--- src/core/pbo_pkg.sv ---
// Constants for the bridge ordering and address parity block
//==========================================================
// Contract
// Delayed reads are answered with retry and queued as delayed requests.
// Delayed read data is buffered and returned toward the initiator bus.
// Writes are forwarded one by one, never combined, merged or collapsed.
// Ordering position is fixed only when a transaction ends without retry.
// Retried transactions may complete in any order among retried ones.
// Initiators needing order issue one delayed transaction and repeat fairly.
// Opposite direction writes are unordered; both directions run concurrently.
// Posted write acceptance never waits on delayed transaction progress.
// Posted writes complete in the order they were accepted.
// Delayed read waits until earlier same direction posted writes complete.
// Read completion waits until earlier same direction posted writes complete.
// Delayed write never issues ahead of earlier same direction posted writes.
// Fair arbiter lets posted writes pass delayed requests and completions.
// Requests never pass requests; completions never pass completions.
// Software must read back after posted writes; no hardware flush.
// Address parity is checked on both buses and forwarded unchanged.
// Address parity is checked for every transaction and command.
// Primary parity error with response enabled suppresses primary claim.
// Primary parity error always sets primary detected parity flag.
// Primary error raises system error only with both enables set.
// Secondary error with response suppresses claim; flag always set.
// Secondary error raises system error with enable and bridge response.
// Memory write and write-and-invalidate are posted writes.
// I/O and configuration writes are delayed writes, retried first.
//==========================================================
package pbo_pkg;
    // APB register byte offsets
    localparam logic [7:0] ADDR_CTRL = 8'h00;
    localparam logic [7:0] ADDR_STATUS = 8'h04;
    localparam logic [7:0] ADDR_QUEUE = 8'h08;
    // Control fields
    localparam int CTRL_PRI_RESP = 0;
    localparam int CTRL_SERR_EN = 1;
    localparam int CTRL_SEC_RESP = 2;
    localparam logic [2:0] CTRL_RESET = 3'h0;
    // Status fields, write one to clear
    localparam int STAT_PRI_DETPAR = 0;
    localparam int STAT_SIG_SERR = 1;
    localparam int STAT_SEC_DETPAR = 2;
    localparam logic [2:0] STAT_RESET = 3'h0;
    // Bus commands
    localparam logic [3:0] CMD_IO_READ = 4'h2;
    localparam logic [3:0] CMD_IO_WRITE = 4'h3;
    localparam logic [3:0] CMD_MEM_READ = 4'h6;
    localparam logic [3:0] CMD_MEM_WRITE = 4'h7;
    localparam logic [3:0] CMD_CFG_READ = 4'ha;
    localparam logic [3:0] CMD_CFG_WRITE = 4'hb;
    localparam logic [3:0] CMD_MEM_READ_MULT = 4'hc;
    localparam logic [3:0] CMD_MEM_READ_LINE = 4'he;
    localparam logic [3:0] CMD_MEM_WRITE_INV = 4'hf;
    // Transaction kinds on the issue port
    localparam logic [2:0] KIND_PW = 3'h0;
    localparam logic [2:0] KIND_DRR = 3'h1;
    localparam logic [2:0] KIND_DWR = 3'h2;
    localparam logic [2:0] KIND_DRC = 3'h3;
    localparam logic [2:0] KIND_DWC = 3'h4;
    // Command classes
    localparam logic [1:0] CLS_POSTED = 2'h0;
    localparam logic [1:0] CLS_DREAD = 2'h1;
    localparam logic [1:0] CLS_DWRITE = 2'h2;
    localparam logic [1:0] CLS_NONE = 2'h3;
    // Posted write queue depth
    localparam int PW_DEPTH = 4;
    localparam logic [2:0] PW_FULL = 3'h4;
endpackage

--- src/core/pbo_order_parity.sv ---
// Ordering engine for both directions plus address parity checking
`timescale 1ns/1ps
module pbo_order_parity (
    // Clock and reset
    input wire logic clock,
    input wire logic rst_n,
    // APB slave
    input wire logic psel,
    input wire logic penable,
    input wire logic pwrite,
    input wire logic [7:0] paddr,
    input wire logic [31:0] pwdata,
    output logic [31:0] prdata,
    output logic pready,
    output logic pslverr,
    // Transactions taken on the initiator bus, index 0 down, 1 up
    input wire logic [1:0] in_valid,
    input wire logic [1:0][3:0] in_cmd,
    input wire logic [1:0][31:0] in_data,
    output logic [1:0] pw_ready,
    output logic [1:0] dr_ready,
    output logic [1:0] in_retry,
    // Completions returning, index is direction of travel
    input wire logic [1:0] cpl_valid,
    input wire logic [1:0] cpl_read,
    input wire logic [1:0][31:0] cpl_data,
    output logic [1:0] cpl_ready,
    // Issue port toward the far bus
    output logic [1:0] out_valid,
    output logic [1:0][2:0] out_kind,
    output logic [1:0][31:0] out_data,
    input wire logic [1:0] out_done,
    input wire logic [1:0] out_retry,
    // Address phase observation, index 0 primary, 1 secondary
    input wire logic [1:0] addr_valid,
    input wire logic [1:0][31:0] addr_ad,
    input wire logic [1:0][3:0] addr_cbe,
    input wire logic [1:0] addr_par,
    input wire logic [1:0] claim_hit,
    output logic primary_device_select,
    output logic secondary_device_select,
    output logic primary_system_error_out,
    output logic [1:0] fwd_par
);
    import pbo_pkg::*;

    //==========================================================
    // State
    //==========================================================
    typedef struct packed {
        logic [2:0] ctrl;
        logic [2:0] stat;
        logic [31:0] prdata;
        logic pready;
        logic pslverr;
        logic [1:0][PW_DEPTH-1:0][31:0] pw_mem;
        logic [1:0][1:0] pw_rd;
        logic [1:0][1:0] pw_wr;
        logic [1:0][2:0] pw_cnt;
        logic [1:0][7:0] pw_acc;
        logic [1:0][7:0] pw_done;
        logic [1:0] dr_v;
        logic [1:0] dr_wr;
        logic [1:0][31:0] dr_data;
        logic [1:0][7:0] dr_tag;
        logic [1:0] dc_v;
        logic [1:0] dc_rd;
        logic [1:0][31:0] dc_data;
        logic [1:0][7:0] dc_tag;
        logic [1:0] out_v;
        logic [1:0][2:0] out_kind;
        logic [1:0][31:0] out_data;
        logic [1:0][1:0] out_src;
        logic [1:0] rr_pw;
        logic [1:0] pw_ready;
        logic [1:0] dr_ready;
        logic [1:0] cpl_ready;
        logic [1:0] in_retry;
        logic [1:0] devsel;
        logic serr;
        logic [1:0] fwd_par;
    } pbo_state_type;

    pbo_state_type s_q;
    pbo_state_type s_d;

    // Command class decode, shared by both directions
    function automatic logic [1:0] cmd_class(input logic [3:0] cmd);
        logic [1:0] c;
        c = CLS_NONE;
        unique case (cmd)
            CMD_MEM_WRITE, CMD_MEM_WRITE_INV: c = CLS_POSTED;
            CMD_IO_WRITE, CMD_CFG_WRITE: c = CLS_DWRITE;
            CMD_IO_READ, CMD_MEM_READ, CMD_CFG_READ,
            CMD_MEM_READ_MULT, CMD_MEM_READ_LINE: c = CLS_DREAD;
            default: c = CLS_NONE;
        endcase
        return c;
    endfunction

    // Even parity over address, command and parity bit
    function automatic logic addr_perr(input logic [31:0] ad, input logic [3:0] cbe,
                                       input logic par);
        return ^{ad, cbe, par};
    endfunction

    logic [1:0] ape;
    logic [1:0] resp;
    assign ape[0] = addr_valid[0] & addr_perr(addr_ad[0], addr_cbe[0], addr_par[0]);
    assign ape[1] = addr_valid[1] & addr_perr(addr_ad[1], addr_cbe[1], addr_par[1]);
    assign resp[0] = s_q.ctrl[CTRL_PRI_RESP];
    assign resp[1] = s_q.ctrl[CTRL_SEC_RESP];

    //==========================================================
    // Next state
    //==========================================================
    always_comb begin
        logic apb_acc;
        logic pw_ok;
        logic del_ok;
        logic pick_dr;
        logic pw_push;
        logic pw_pop;
        logic [1:0] cls;
        logic [2:0] set;
        apb_acc = 1'b0;
        pw_ok = 1'b0;
        del_ok = 1'b0;
        pick_dr = 1'b0;
        pw_push = 1'b0;
        pw_pop = 1'b0;
        cls = CLS_NONE;
        set = 3'h0;
        s_d = s_q;
        s_d.in_retry = 2'h0;
        s_d.devsel = 2'h0;
        s_d.serr = 1'b0;

        // APB: answer one cycle into the access phase
        apb_acc = psel & penable;
        s_d.pready = apb_acc & ~s_q.pready;
        if (apb_acc && !s_q.pready) begin
            s_d.pslverr = 1'b0;
            s_d.prdata = 32'h0;
            unique case (paddr)
                ADDR_CTRL: s_d.prdata = {29'h0, s_q.ctrl};
                ADDR_STATUS: s_d.prdata = {29'h0, s_q.stat};
                ADDR_QUEUE: s_d.prdata = {21'h0, s_q.pw_cnt[1], 1'b0, s_q.pw_cnt[0],
                                          s_q.dc_v[1], s_q.dr_v[1], s_q.dc_v[0], s_q.dr_v[0]};
                default: s_d.pslverr = 1'b1;
            endcase
        end

        // Per direction queues; directions never wait on each other
        // independent directions
        for (int d = 0; d < 2; d++) begin
            pw_push = 1'b0;
            pw_pop = 1'b0;
            cls = cmd_class(in_cmd[d]);
            // completion tagged with posted writes ahead
            if (cpl_valid[d] && s_q.cpl_ready[d]) begin
                // read data held for return
                s_d.dc_v[d] = 1'b1;
                s_d.dc_rd[d] = cpl_read[d];
                s_d.dc_data[d] = cpl_data[d];
                s_d.dc_tag[d] = s_q.pw_acc[d];
            end
            if (in_valid[d]) begin
                // memory writes go to the posted queue
                if (cls == CLS_POSTED && s_q.pw_ready[d]) begin
                    // one entry per write, never merged
                    s_d.pw_mem[d][s_q.pw_wr[d]] = in_data[d];
                    s_d.pw_wr[d] = s_q.pw_wr[d] + 2'h1;
                    s_d.pw_acc[d] = s_q.pw_acc[d] + 8'h1;
                    pw_push = 1'b1;
                end else if ((cls == CLS_DREAD || cls == CLS_DWRITE) && s_q.dr_ready[d]) begin
                    // reads retried and queued
                    // I/O and config writes retried and queued
                    s_d.dr_v[d] = 1'b1;
                    s_d.dr_wr[d] = (cls == CLS_DWRITE);
                    s_d.dr_data[d] = in_data[d];
                    s_d.dr_tag[d] = s_q.pw_acc[d];
                    s_d.in_retry[d] = 1'b1;
                end
            end
            // Issue finished or retried
            if (s_q.out_v[d] && (out_done[d] || out_retry[d])) begin
                s_d.out_v[d] = 1'b0;
                // position fixed only on non-retry end
                if (out_done[d]) begin
                    unique case (s_q.out_src[d])
                        2'h0: begin
                            pw_pop = 1'b1;
                            s_d.pw_rd[d] = s_q.pw_rd[d] + 2'h1;
                            s_d.pw_done[d] = s_q.pw_done[d] + 8'h1;
                        end
                        2'h1: s_d.dr_v[d] = 1'b0;
                        2'h2: s_d.dc_v[d] = 1'b0;
                        default: s_d.out_v[d] = 1'b0;
                    endcase
                end
            end else if (!s_q.out_v[d]) begin
                pw_ok = (s_q.pw_cnt[d] != 3'h0);
                // reads wait for earlier posted writes
                // delayed writes wait too
                pick_dr = s_q.dr_v[d] && (s_q.dr_tag[d] == s_q.pw_done[d]);
                // requests pass completions, single slot each
                del_ok = pick_dr || (s_q.dc_v[d] && (s_q.dc_tag[d] == s_q.pw_done[d]));
                // alternate between posted and delayed
                if (pw_ok && (!del_ok || !s_q.rr_pw[d])) begin
                    // head of the posted queue only
                    s_d.out_v[d] = 1'b1;
                    s_d.out_src[d] = 2'h0;
                    s_d.out_kind[d] = KIND_PW;
                    s_d.out_data[d] = s_q.pw_mem[d][s_q.pw_rd[d]];
                    s_d.rr_pw[d] = 1'b1;
                end else if (del_ok) begin
                    // retried entries re-arbitrate freely
                    s_d.out_v[d] = 1'b1;
                    s_d.rr_pw[d] = 1'b0;
                    if (pick_dr) begin
                        s_d.out_src[d] = 2'h1;
                        s_d.out_kind[d] = s_q.dr_wr[d] ? KIND_DWR : KIND_DRR;
                        s_d.out_data[d] = s_q.dr_data[d];
                    end else begin
                        s_d.out_src[d] = 2'h2;
                        s_d.out_kind[d] = s_q.dc_rd[d] ? KIND_DRC : KIND_DWC;
                        s_d.out_data[d] = s_q.dc_data[d];
                    end
                end
            end
            s_d.pw_cnt[d] = s_q.pw_cnt[d] + {2'h0, pw_push} - {2'h0, pw_pop};
            // posted ready depends on posted space alone
            s_d.pw_ready[d] = (s_d.pw_cnt[d] != PW_FULL);
            s_d.dr_ready[d] = ~s_d.dr_v[d];
            s_d.cpl_ready[d] = ~s_d.dc_v[d];
        end

        // Address parity on both buses
        // every address phase checked
        for (int b = 0; b < 2; b++) begin
            // claim suppressed on error with response
            // same on the secondary side
            s_d.devsel[b] = addr_valid[b] & claim_hit[b] & ~(ape[b] & resp[b]);
            // secondary error gated by bridge response bit
            // primary error gated by its response bit
            if (ape[b] && s_q.ctrl[CTRL_SERR_EN] && resp[b]) begin
                s_d.serr = 1'b1;
                set[STAT_SIG_SERR] = 1'b1;
            end
        end
        // detected flags set regardless of response
        set[STAT_PRI_DETPAR] = ape[0];
        set[STAT_SEC_DETPAR] = ape[1];
        // parity forwarded unchanged to the other bus
        if (addr_valid[1]) begin
            s_d.fwd_par[0] = addr_par[1];
        end
        if (addr_valid[0]) begin
            s_d.fwd_par[1] = addr_par[0];
        end

        // Register writes at the accepting edge; a new event beats the clear
        if (apb_acc && s_q.pready && pwrite) begin
            if (paddr == ADDR_CTRL) begin
                s_d.ctrl = pwdata[2:0];
            end
            if (paddr == ADDR_STATUS) begin
                s_d.stat = s_q.stat & ~pwdata[2:0];
            end
        end
        s_d.stat = s_d.stat | set;
    end

    //==========================================================
    // Registers
    //==========================================================
    always_ff @(posedge clock or negedge rst_n) begin
        if (!rst_n) begin
            s_q <= '0;
            s_q.ctrl <= CTRL_RESET;
            s_q.stat <= STAT_RESET;
            s_q.pw_ready <= 2'h3;
            s_q.dr_ready <= 2'h3;
            s_q.cpl_ready <= 2'h3;
        end else begin
            s_q <= s_d;
        end
    end

    // Outputs straight from flops
    assign prdata = s_q.prdata;
    assign pready = s_q.pready;
    assign pslverr = s_q.pslverr;
    assign pw_ready = s_q.pw_ready;
    assign dr_ready = s_q.dr_ready;
    assign in_retry = s_q.in_retry;
    assign cpl_ready = s_q.cpl_ready;
    assign out_valid = s_q.out_v;
    assign out_kind = s_q.out_kind;
    assign out_data = s_q.out_data;
    assign primary_device_select = s_q.devsel[0];
    assign secondary_device_select = s_q.devsel[1];
    assign primary_system_error_out = s_q.serr;
    assign fwd_par = s_q.fwd_par;

    //==========================================================
    // Checks
    //==========================================================
    a_pri_no_claim: assert property (@(posedge clock) disable iff (!rst_n)
        (ape[0] && resp[0]) |=> !primary_device_select)
        else $error("primary claimed despite address parity error");
    a_sec_no_claim: assert property (@(posedge clock) disable iff (!rst_n)
        (ape[1] && resp[1]) |=> !secondary_device_select)
        else $error("secondary claimed despite address parity error");
    a_pri_det_flag: assert property (@(posedge clock) disable iff (!rst_n)
        ape[0] |=> s_q.stat[STAT_PRI_DETPAR])
        else $error("primary detected parity flag not set");
    a_pri_serr_out: assert property (@(posedge clock) disable iff (!rst_n)
        (ape[0] && resp[0] && s_q.ctrl[CTRL_SERR_EN])
        |=> primary_system_error_out && s_q.stat[STAT_SIG_SERR])
        else $error("system error missing after primary parity error");
    a_serr_cause: assert property (@(posedge clock) disable iff (!rst_n)
        primary_system_error_out |-> $past(s_q.ctrl[CTRL_SERR_EN])
        && ($past(ape[0] && resp[0]) || $past(ape[1] && resp[1])))
        else $error("system error without enabled cause");
    a_read_retry: assert property (@(posedge clock) disable iff (!rst_n)
        (in_valid[0] && dr_ready[0] && cmd_class(in_cmd[0]) == CLS_DREAD)
        |=> in_retry[0] && !dr_ready[0])
        else $error("delayed read not retried and queued");
    a_posted_no_retry: assert property (@(posedge clock) disable iff (!rst_n)
        (in_valid[1] && pw_ready[1] && cmd_class(in_cmd[1]) == CLS_POSTED)
        |=> !in_retry[1])
        else $error("posted write was retried");
    a_dr_after_pw: assert property (@(posedge clock) disable iff (!rst_n)
        (out_valid[0] && out_kind[0] == KIND_DRR) |-> s_q.pw_done[0] == s_q.dr_tag[0])
        else $error("delayed read issued ahead of posted write");
    a_cpl_after_pw: assert property (@(posedge clock) disable iff (!rst_n)
        (out_valid[1] && out_kind[1] == KIND_DRC) |-> s_q.pw_done[1] == s_q.dc_tag[1])
        else $error("read completion returned ahead of posted write");
endmodule

--- config.mk ---
export PLATFORM = sky130hd
export DESIGN_NAME = pbo_order_parity
export DESIGN_NICKNAME = d
export VERILOG_FILES = /design/src/core/pbo_pkg.sv /design/src/core/pbo_order_parity.sv
export SDC_FILE = /design/constraint.sdc
export NUM_CORES = 1
export LEC_CHECK = 0
export BUFFER_PORTS_ARGS = -buffer_cell sky130_fd_sc_hd__buf_2
export CELL_PAD_IN_SITES_DETAIL_PLACEMENT = 1
export CELL_PAD_IN_SITES_GLOBAL_PLACEMENT = 2
export CORE_MARGIN = 8
export CORE_UTILIZATION = 35
export DETAILED_ROUTE_END_ITERATION = 6
export PLACE_DENSITY_LB_ADDON = 0.1
export SLEW_MARGIN = 20
export SYNTH_ARGS = -nofsm -noshare
export SYNTH_HDL_FRONTEND = slang
export SYNTH_SLANG_ARGS = --single-unit
--- constraint.sdc ---
create_clock -name clock -period 3.95 [get_ports clock]
set_clock_uncertainty 0.1 [all_clocks]
set_input_delay 0 -clock clock [delete_from_list [all_inputs] [get_ports clock]]
set_output_delay 0 -clock clock [all_outputs]
set_load 0.01 [all_outputs]
# --- Word level (Yosys, flattened, before mapping) ---
# Memory sizes are Yosys's and may differ from the RTL's.
# Cells that the tools add are included.
classes:
  n_addsub: 12
  order_cmp: 6
  n_eq_ne: 16
  mux: 86
  bitwise: 26
  reduce_logical: 57
ops:
  columns: ["op", "count"]
  rows:
  - ["$mux W32", 10]
  - ["$bwmux W128", 2]
  - ["$bmux W32 S2", 2]
  - ["$demux W32 S2", 2]
  - ["$reduce_xor A37 Y1", 2]
  - ["$mux W1", 51]
  - ["$pmux W11 S3", 1]
  - ["$add A8 B1 Y8 const B", 4]
  - ["$eq A8 B8 Y1", 4]
  - ["$mux W3", 10]
  - ["$logic_and A1 B1 Y1", 23]
  - ["$reduce_and A3 Y1", 6]
  - ["$mux W2", 8]
  - ["$not A1 Y1", 13]
  - ["$lt A2 B3 Y1 const B", 4]
  - ["$and A1 B1 Y1", 10]
  - ["$add A2 B1 Y2 const B", 4]
  - ["$eq A2 B1 Y1 const B", 4]
  - ["$eq A2 B2 Y1 const B", 4]
  - ["$eq A8 B3 Y1 const B", 1]
  - ["$eq A8 B4 Y1 const B", 1]
  - ["$logic_not A2 Y1", 4]
  - ["$logic_not A8 Y1", 1]
  - ["$logic_or A1 B1 Y1", 8]
  - ["other kinds (12)", 24]
word_totals:
  reg_bits: 601
  rom_bits: 64
  input_bits: 269
  out_inout_bits: 119
  elab_cells: 259
  n_memories: 2
mem_list:
  columns: ["memory", "words", "width", "rd", "rd_clocked_by_memory_dff", "write_ports", "line", "text"]
  rows:
  - ["(no name shown)", 16, 2, 1, 0, 0, "pbo_order_parity.sv:91", "unique case (cmd)"]
  - ["(no name shown)", 16, 2, 1, 0, 0, "pbo_order_parity.sv:91", null]

# --- Logic depth before layout (Yosys ltp) ---
# An unclocked memory read counts as a cell.
logic_depth:
  depth_word: 11
  ltp_mapped: 15
  mapped_depth_nobuf: 14

# --- Least setup slack after synthesis ---
# Ideal clock, no wire load.
synth_path:
  kind: "register -> register"
  startpoint: "reg, netlist name pw_ready[1]"
  endpoint: "reg, netlist name pw_ready[1]"
  setup_time_ns: 0.086
  t_arrival_ns: 2.343
  required_ns: 3.764
  setup_slack_ns: 1.421
  path_stages_with_launch: 12
  path_buffers: 1
  period_less_slack_ns: 2.529
  path_cell_list: "dfstp_2 > and3_1 > clkbuf_1 > inv_1 > ha_1 > inv_1 > ha_1 > inv_1 > fa_1 > xnor2_1 > xnor2_1 > nand3b_1"

# --- Worst setup path in the final report ---
layout_path:
  startpoint: "reg s_q[295] in the netlist's numbering"
  endpoint: "reg s_q, in the netlist out_data[62]"
layout_between:
  elab_chain_cells: 4
  word_cells_on_any_way: 5
  classes_between: "mux: 1; reduce/logical: 4"
layout_rtl:
  columns: ["item", "line", "text"]
  rows:
  - ["from (decl)", "pbo_order_parity.sv:84", "pbo_state_type s_q;"]
  - ["$reduce_bool A3 Y1 (*)", "pbo_order_parity.sv:203", "pw_ok = (s_q.pw_cnt[d] != 3'h0);"]
  - ["$logic_and A1 B1 Y1 (*)", "pbo_order_parity.sv:210", "if (pw_ok && (!del_ok || !s_q.rr_pw[d])) begin"]
  - ["$reduce_bool A2 Y1 (no source line)", null, null]
  - ["$reduce_and A3 Y1 (no source line)", null, null]
# Mark *: on every way between the ends. The rest lies on a longest branch, timed or not.
# A chain may end at the register's enable or synchronous reset.

==> reports/metrics.cfg <==
[global_route]
wire_length_of_the_first_global_routing_pass_um = 120000
gr-usage-met1 = 0.2267
grt_antenna_before_repair = 7
grtUsageMet3 = 0.03328
met2_usage = 0.3109
grt_pass1_vias = 19665
top_usage_layer = met2
grt.overflow.total = 0
globalRouteTotalUtil = 0.1775
grt_max_degree = 130

[floorplan]
die_h_um = 293.0
num_rows = 101
ioPinCount = 388
die_width_um = 293.0
design.die.area_um2 = 85860
core_area_um2 = 75950
initial_core_util = 0.3537

[synth]
synth_edf_count = 0
post_synth_and_or_nand_nor_area_fraction = 0.04085
postSynthAreaPerCell_um2 = 13.47
synthTopCellsByCount = dfrtp_1, mux2_2, buf_4
synthMostInstantiatedCell = dfrtp_1
synth_compound_area_frac = 0.05692
yosys_register_bits = 579
largest_family_of_logic_cells_by_synthesized_area = multiplexers
synth_top_area_cell = dfrtp_1
seq_area_frac_synth = 0.5397
ys_types = 56
synth.cell_area_um2 = 26860
synth_top_area_frac = 0.5338
yosys_warnings = 0
yosys-top-cells-area = dfrtp_1, mux2_2, mux4_2
yosys_most_used_dff = dfrtp_1
yosys.area_share.adder = 0.01081
synth_xor_xnor_area_share = 0.04751
synth.mux.area_fraction = 0.2477
synthesis.instances = 1994
asyncSetResetFlopFracSynth = 1.000

[power]
clock_power_share = 0.249
switching_share = 0.3384
power.share.combinational = 0.355
power.net_switching_mw = 8.595
cellPowerDensity_nw_per_um2 = 767.7
cell_internal_pwr_mw = 16.80
leakagePower_nw = 14.97
power.sequential.fraction = 0.396
worst_ir_drop_vdd_mv = 0.3730

[detailed_routing]
drt-pass1-iter-count = 4
detail_route.wirelength_um = 76230
vias = 17232
via_per_inst = 4.901
route.detailed.wl_per_inst_um = 21.68
drt_first_iter_violations = 645
route.detailed.drc = 0
antenna_left = 0

[critical_path]
critical_path_arrival_ns = 3.35
critical_path.cell_chain = nor3_2, nor2_2, buf_4, nor2_2, buf_4, a22oi_1, o211ai_1, o21a_1
timing.setup.critical_path_class = reg -> reg
worstSetupEndpointType = register
critical-path-top-delay-family = simple AND/OR/NAND/NOR gates
crit_path_max_cell_delay_ns = 0.59
critical_path_peak_fanout = 13
critPathRequiredTime_ns = 4.39
timing.critical_path.from_type = register
critical-path-slowest-cell = nor3_2
worstPathBufferInverterCount = 2

[clock_tree]
clk_root_buffer_cell = clkbuf_16
cts-buffers-inserted = 69
postCtsSetupBuffers = 0
cts_htree_levels = 3
ctsLongestPathBuffers = 3
worst_setup_hold_path_clk_slew_ns = 0.06
post_cts_resized = 0
clock_latency_ns = 0.59
cts_tree = done
cts.sinks = 579

[sta]
grt_setup_unrepaired = false
worst_pin_slew_ns = 0.9827
hold_viol_final = 0
layout_worst_path_cycle_share = 0.7382
time_the_worst_path_needs_with_i_o_delays_and_setup_ns = 2.916
worst_slew_margin_rel = 0.3449
postLayoutSetupSlackWorst_ns = 1.034
fmaxAchievable_ghz = 0.3430
fin_tns_setup_ns = 0
report.final.slew_viol_count = 0
setup_violations = 0

[final_layout]
flow.area_growth_from_synthesis_pct = 23.17
finalCoreUtilization = 0.4356
fillCellCount = 7867
finalNetCount = 2717
final_layout_size_suffix_gt1_frac = 0.4164

[placement]
place_hpwl_um = 50550
placement.setup.worst_slack_ns = 1.056
buffer_ports.inserted = 336
place.gp.congestion = 0.7896

[status]
run_status = completed

[worst_hold_path]
min_path_type = in -> reg

[job]
max-cap-violations = 0

==> final timing paths <==
| check | to | cells after the start | slack [ns] | from |
|---|---|---|---|---|
| hold reg to reg | prdata[0] | 2 | 0.38 | prdata[0] |
| setup / recovery | out_data[62] | 8 | 1.03 | s_q[295] |
| max in group asynchronous | out_data[13] | 4 | 2.43 | rst_n |
| min in group asynchronous | dr_ready[0] | 3 | 0.52 | rst_n |
| setup reg to reg | out_data[62] | 8 | 1.03 | s_q[295] |
| hold / removal | s_q[158] | 3 | 0.06 | cpl_data[51] |
==> layer usage <==
| layer | vias to the layer above | share of wire |
|---|---|---|
| met1 | 9034 | 0.43 |
| met2 | 268 | 0.51 |
| met4 | 6 | 0.019 |
| li1 | 7823 | - |
| met5 | - | 0.00050 |
| met3 | 101 | 0.036 |
==> cell usage in the layout (no fill, tap or decap), types with 25 or more instances in the layout <==
cell | synthesis | routed
buf_2 | 31 | 335
buf_4 | 121 | 40
mux2i_1 | 38 | 38
clkbuf_16 | 0 | 70
dfrtp_1 | 573 | 570
mux4_2 | 64 | 64
nor2_1 | 82 | 81
inv_1 | 33 | 33
a22o_1 | 26 | 26
xnor2_1 | 110 | 110
dlygate4sd3_1 | 0 | 180
a31oi_1 | 25 | 25
mux2_2 | 429 | 429
nand2_1 | 87 | 87
a21oi_1 | 99 | 99
==> logic make-up (layout without fill, tap and decap cells) <==
| group | count (synthesis) | in the layout |
|---|---|---|
| XOR/XNOR | 137 | 137 |
| adder cells (fa/ha/maj) | 22 | 22 |
| multiplexers | 531 | 531 |
| flip-flops | 579 | 579 |
| AO/OA/AOI/OAI | 230 | 230 |
| AND/OR/NAND/NOR | 239 | 239 |
| buffers and inverters | 255 | 721 |
| other | 1 | 27 |
==> worst register-to-register path: stages (launching register included) <==
cell and delay (ns):
dfrtp_1 0.44, nor3_2 0.59, nor2_2 0.26, buf_4 0.30, nor2_2 0.47, buf_4 0.34, a22oi_1 0.10, o211ai_1 0.12
o21a_1 0.15
==> flip-flops by register name, summed over array words and instances (netlist names), 6 cells and up <==
| register | cells |
|---|---|
| s_q | 480 |
| out_data | 64 |
| prdata | 10 |
| out_kind | 6 |
==> power by group through the flow <==
stage                     combinational, mW  clock (mW)  sequential [mW]
after floorplan                        7.34           0             9.38
after global placement                 8.81           0             10.1
after detailed placement               9.05           0             10.2
after CTS                              9.24        6.55             10.1
after global routing                   9.96        6.79             10.4
final                                  9.02        6.32             10.1
==> stage by stage <==
step	total power, mW	instances	hold slack [ns]	area, µm²
global placement	18.86	3204	-0.1363	28980
detailed placement	19.24	3204	-0.1348	28980
global route	27.18	3515	0.04686	33080
floorplan	16.71	2015	-0.3956	26940
CTS	25.90	3511	0.02511	33070
finish	25.40	3516	0.06153	33080
==> repair_timing <==
item                        CTS  global route
hold endpoints to repair   1020             0
hold buffers                181             0
setup endpoints to repair     0             0
==> final cells by class <==
| type | instances | area [µm²] | area share |
|---|---|---|---|
| repair buffers | 562 | 3921 | 0.1185 |
| multi-input cells | 1181 | 10970 | 0.3317 |
| diodes | 5 | 12.51 | 0.0003782 |
| clock buffers | 107 | 2061 | 0.06229 |
| flip-flops and latches | 579 | 14500 | 0.4383 |
| inverters | 33 | 123.9 | 0.003744 |
| well taps | 1030 | 1289 | 0.03895 |
| clock inverters | 19 | 202.7 | 0.006127 |
Note: power is estimated with default switching activity, not from simulation.
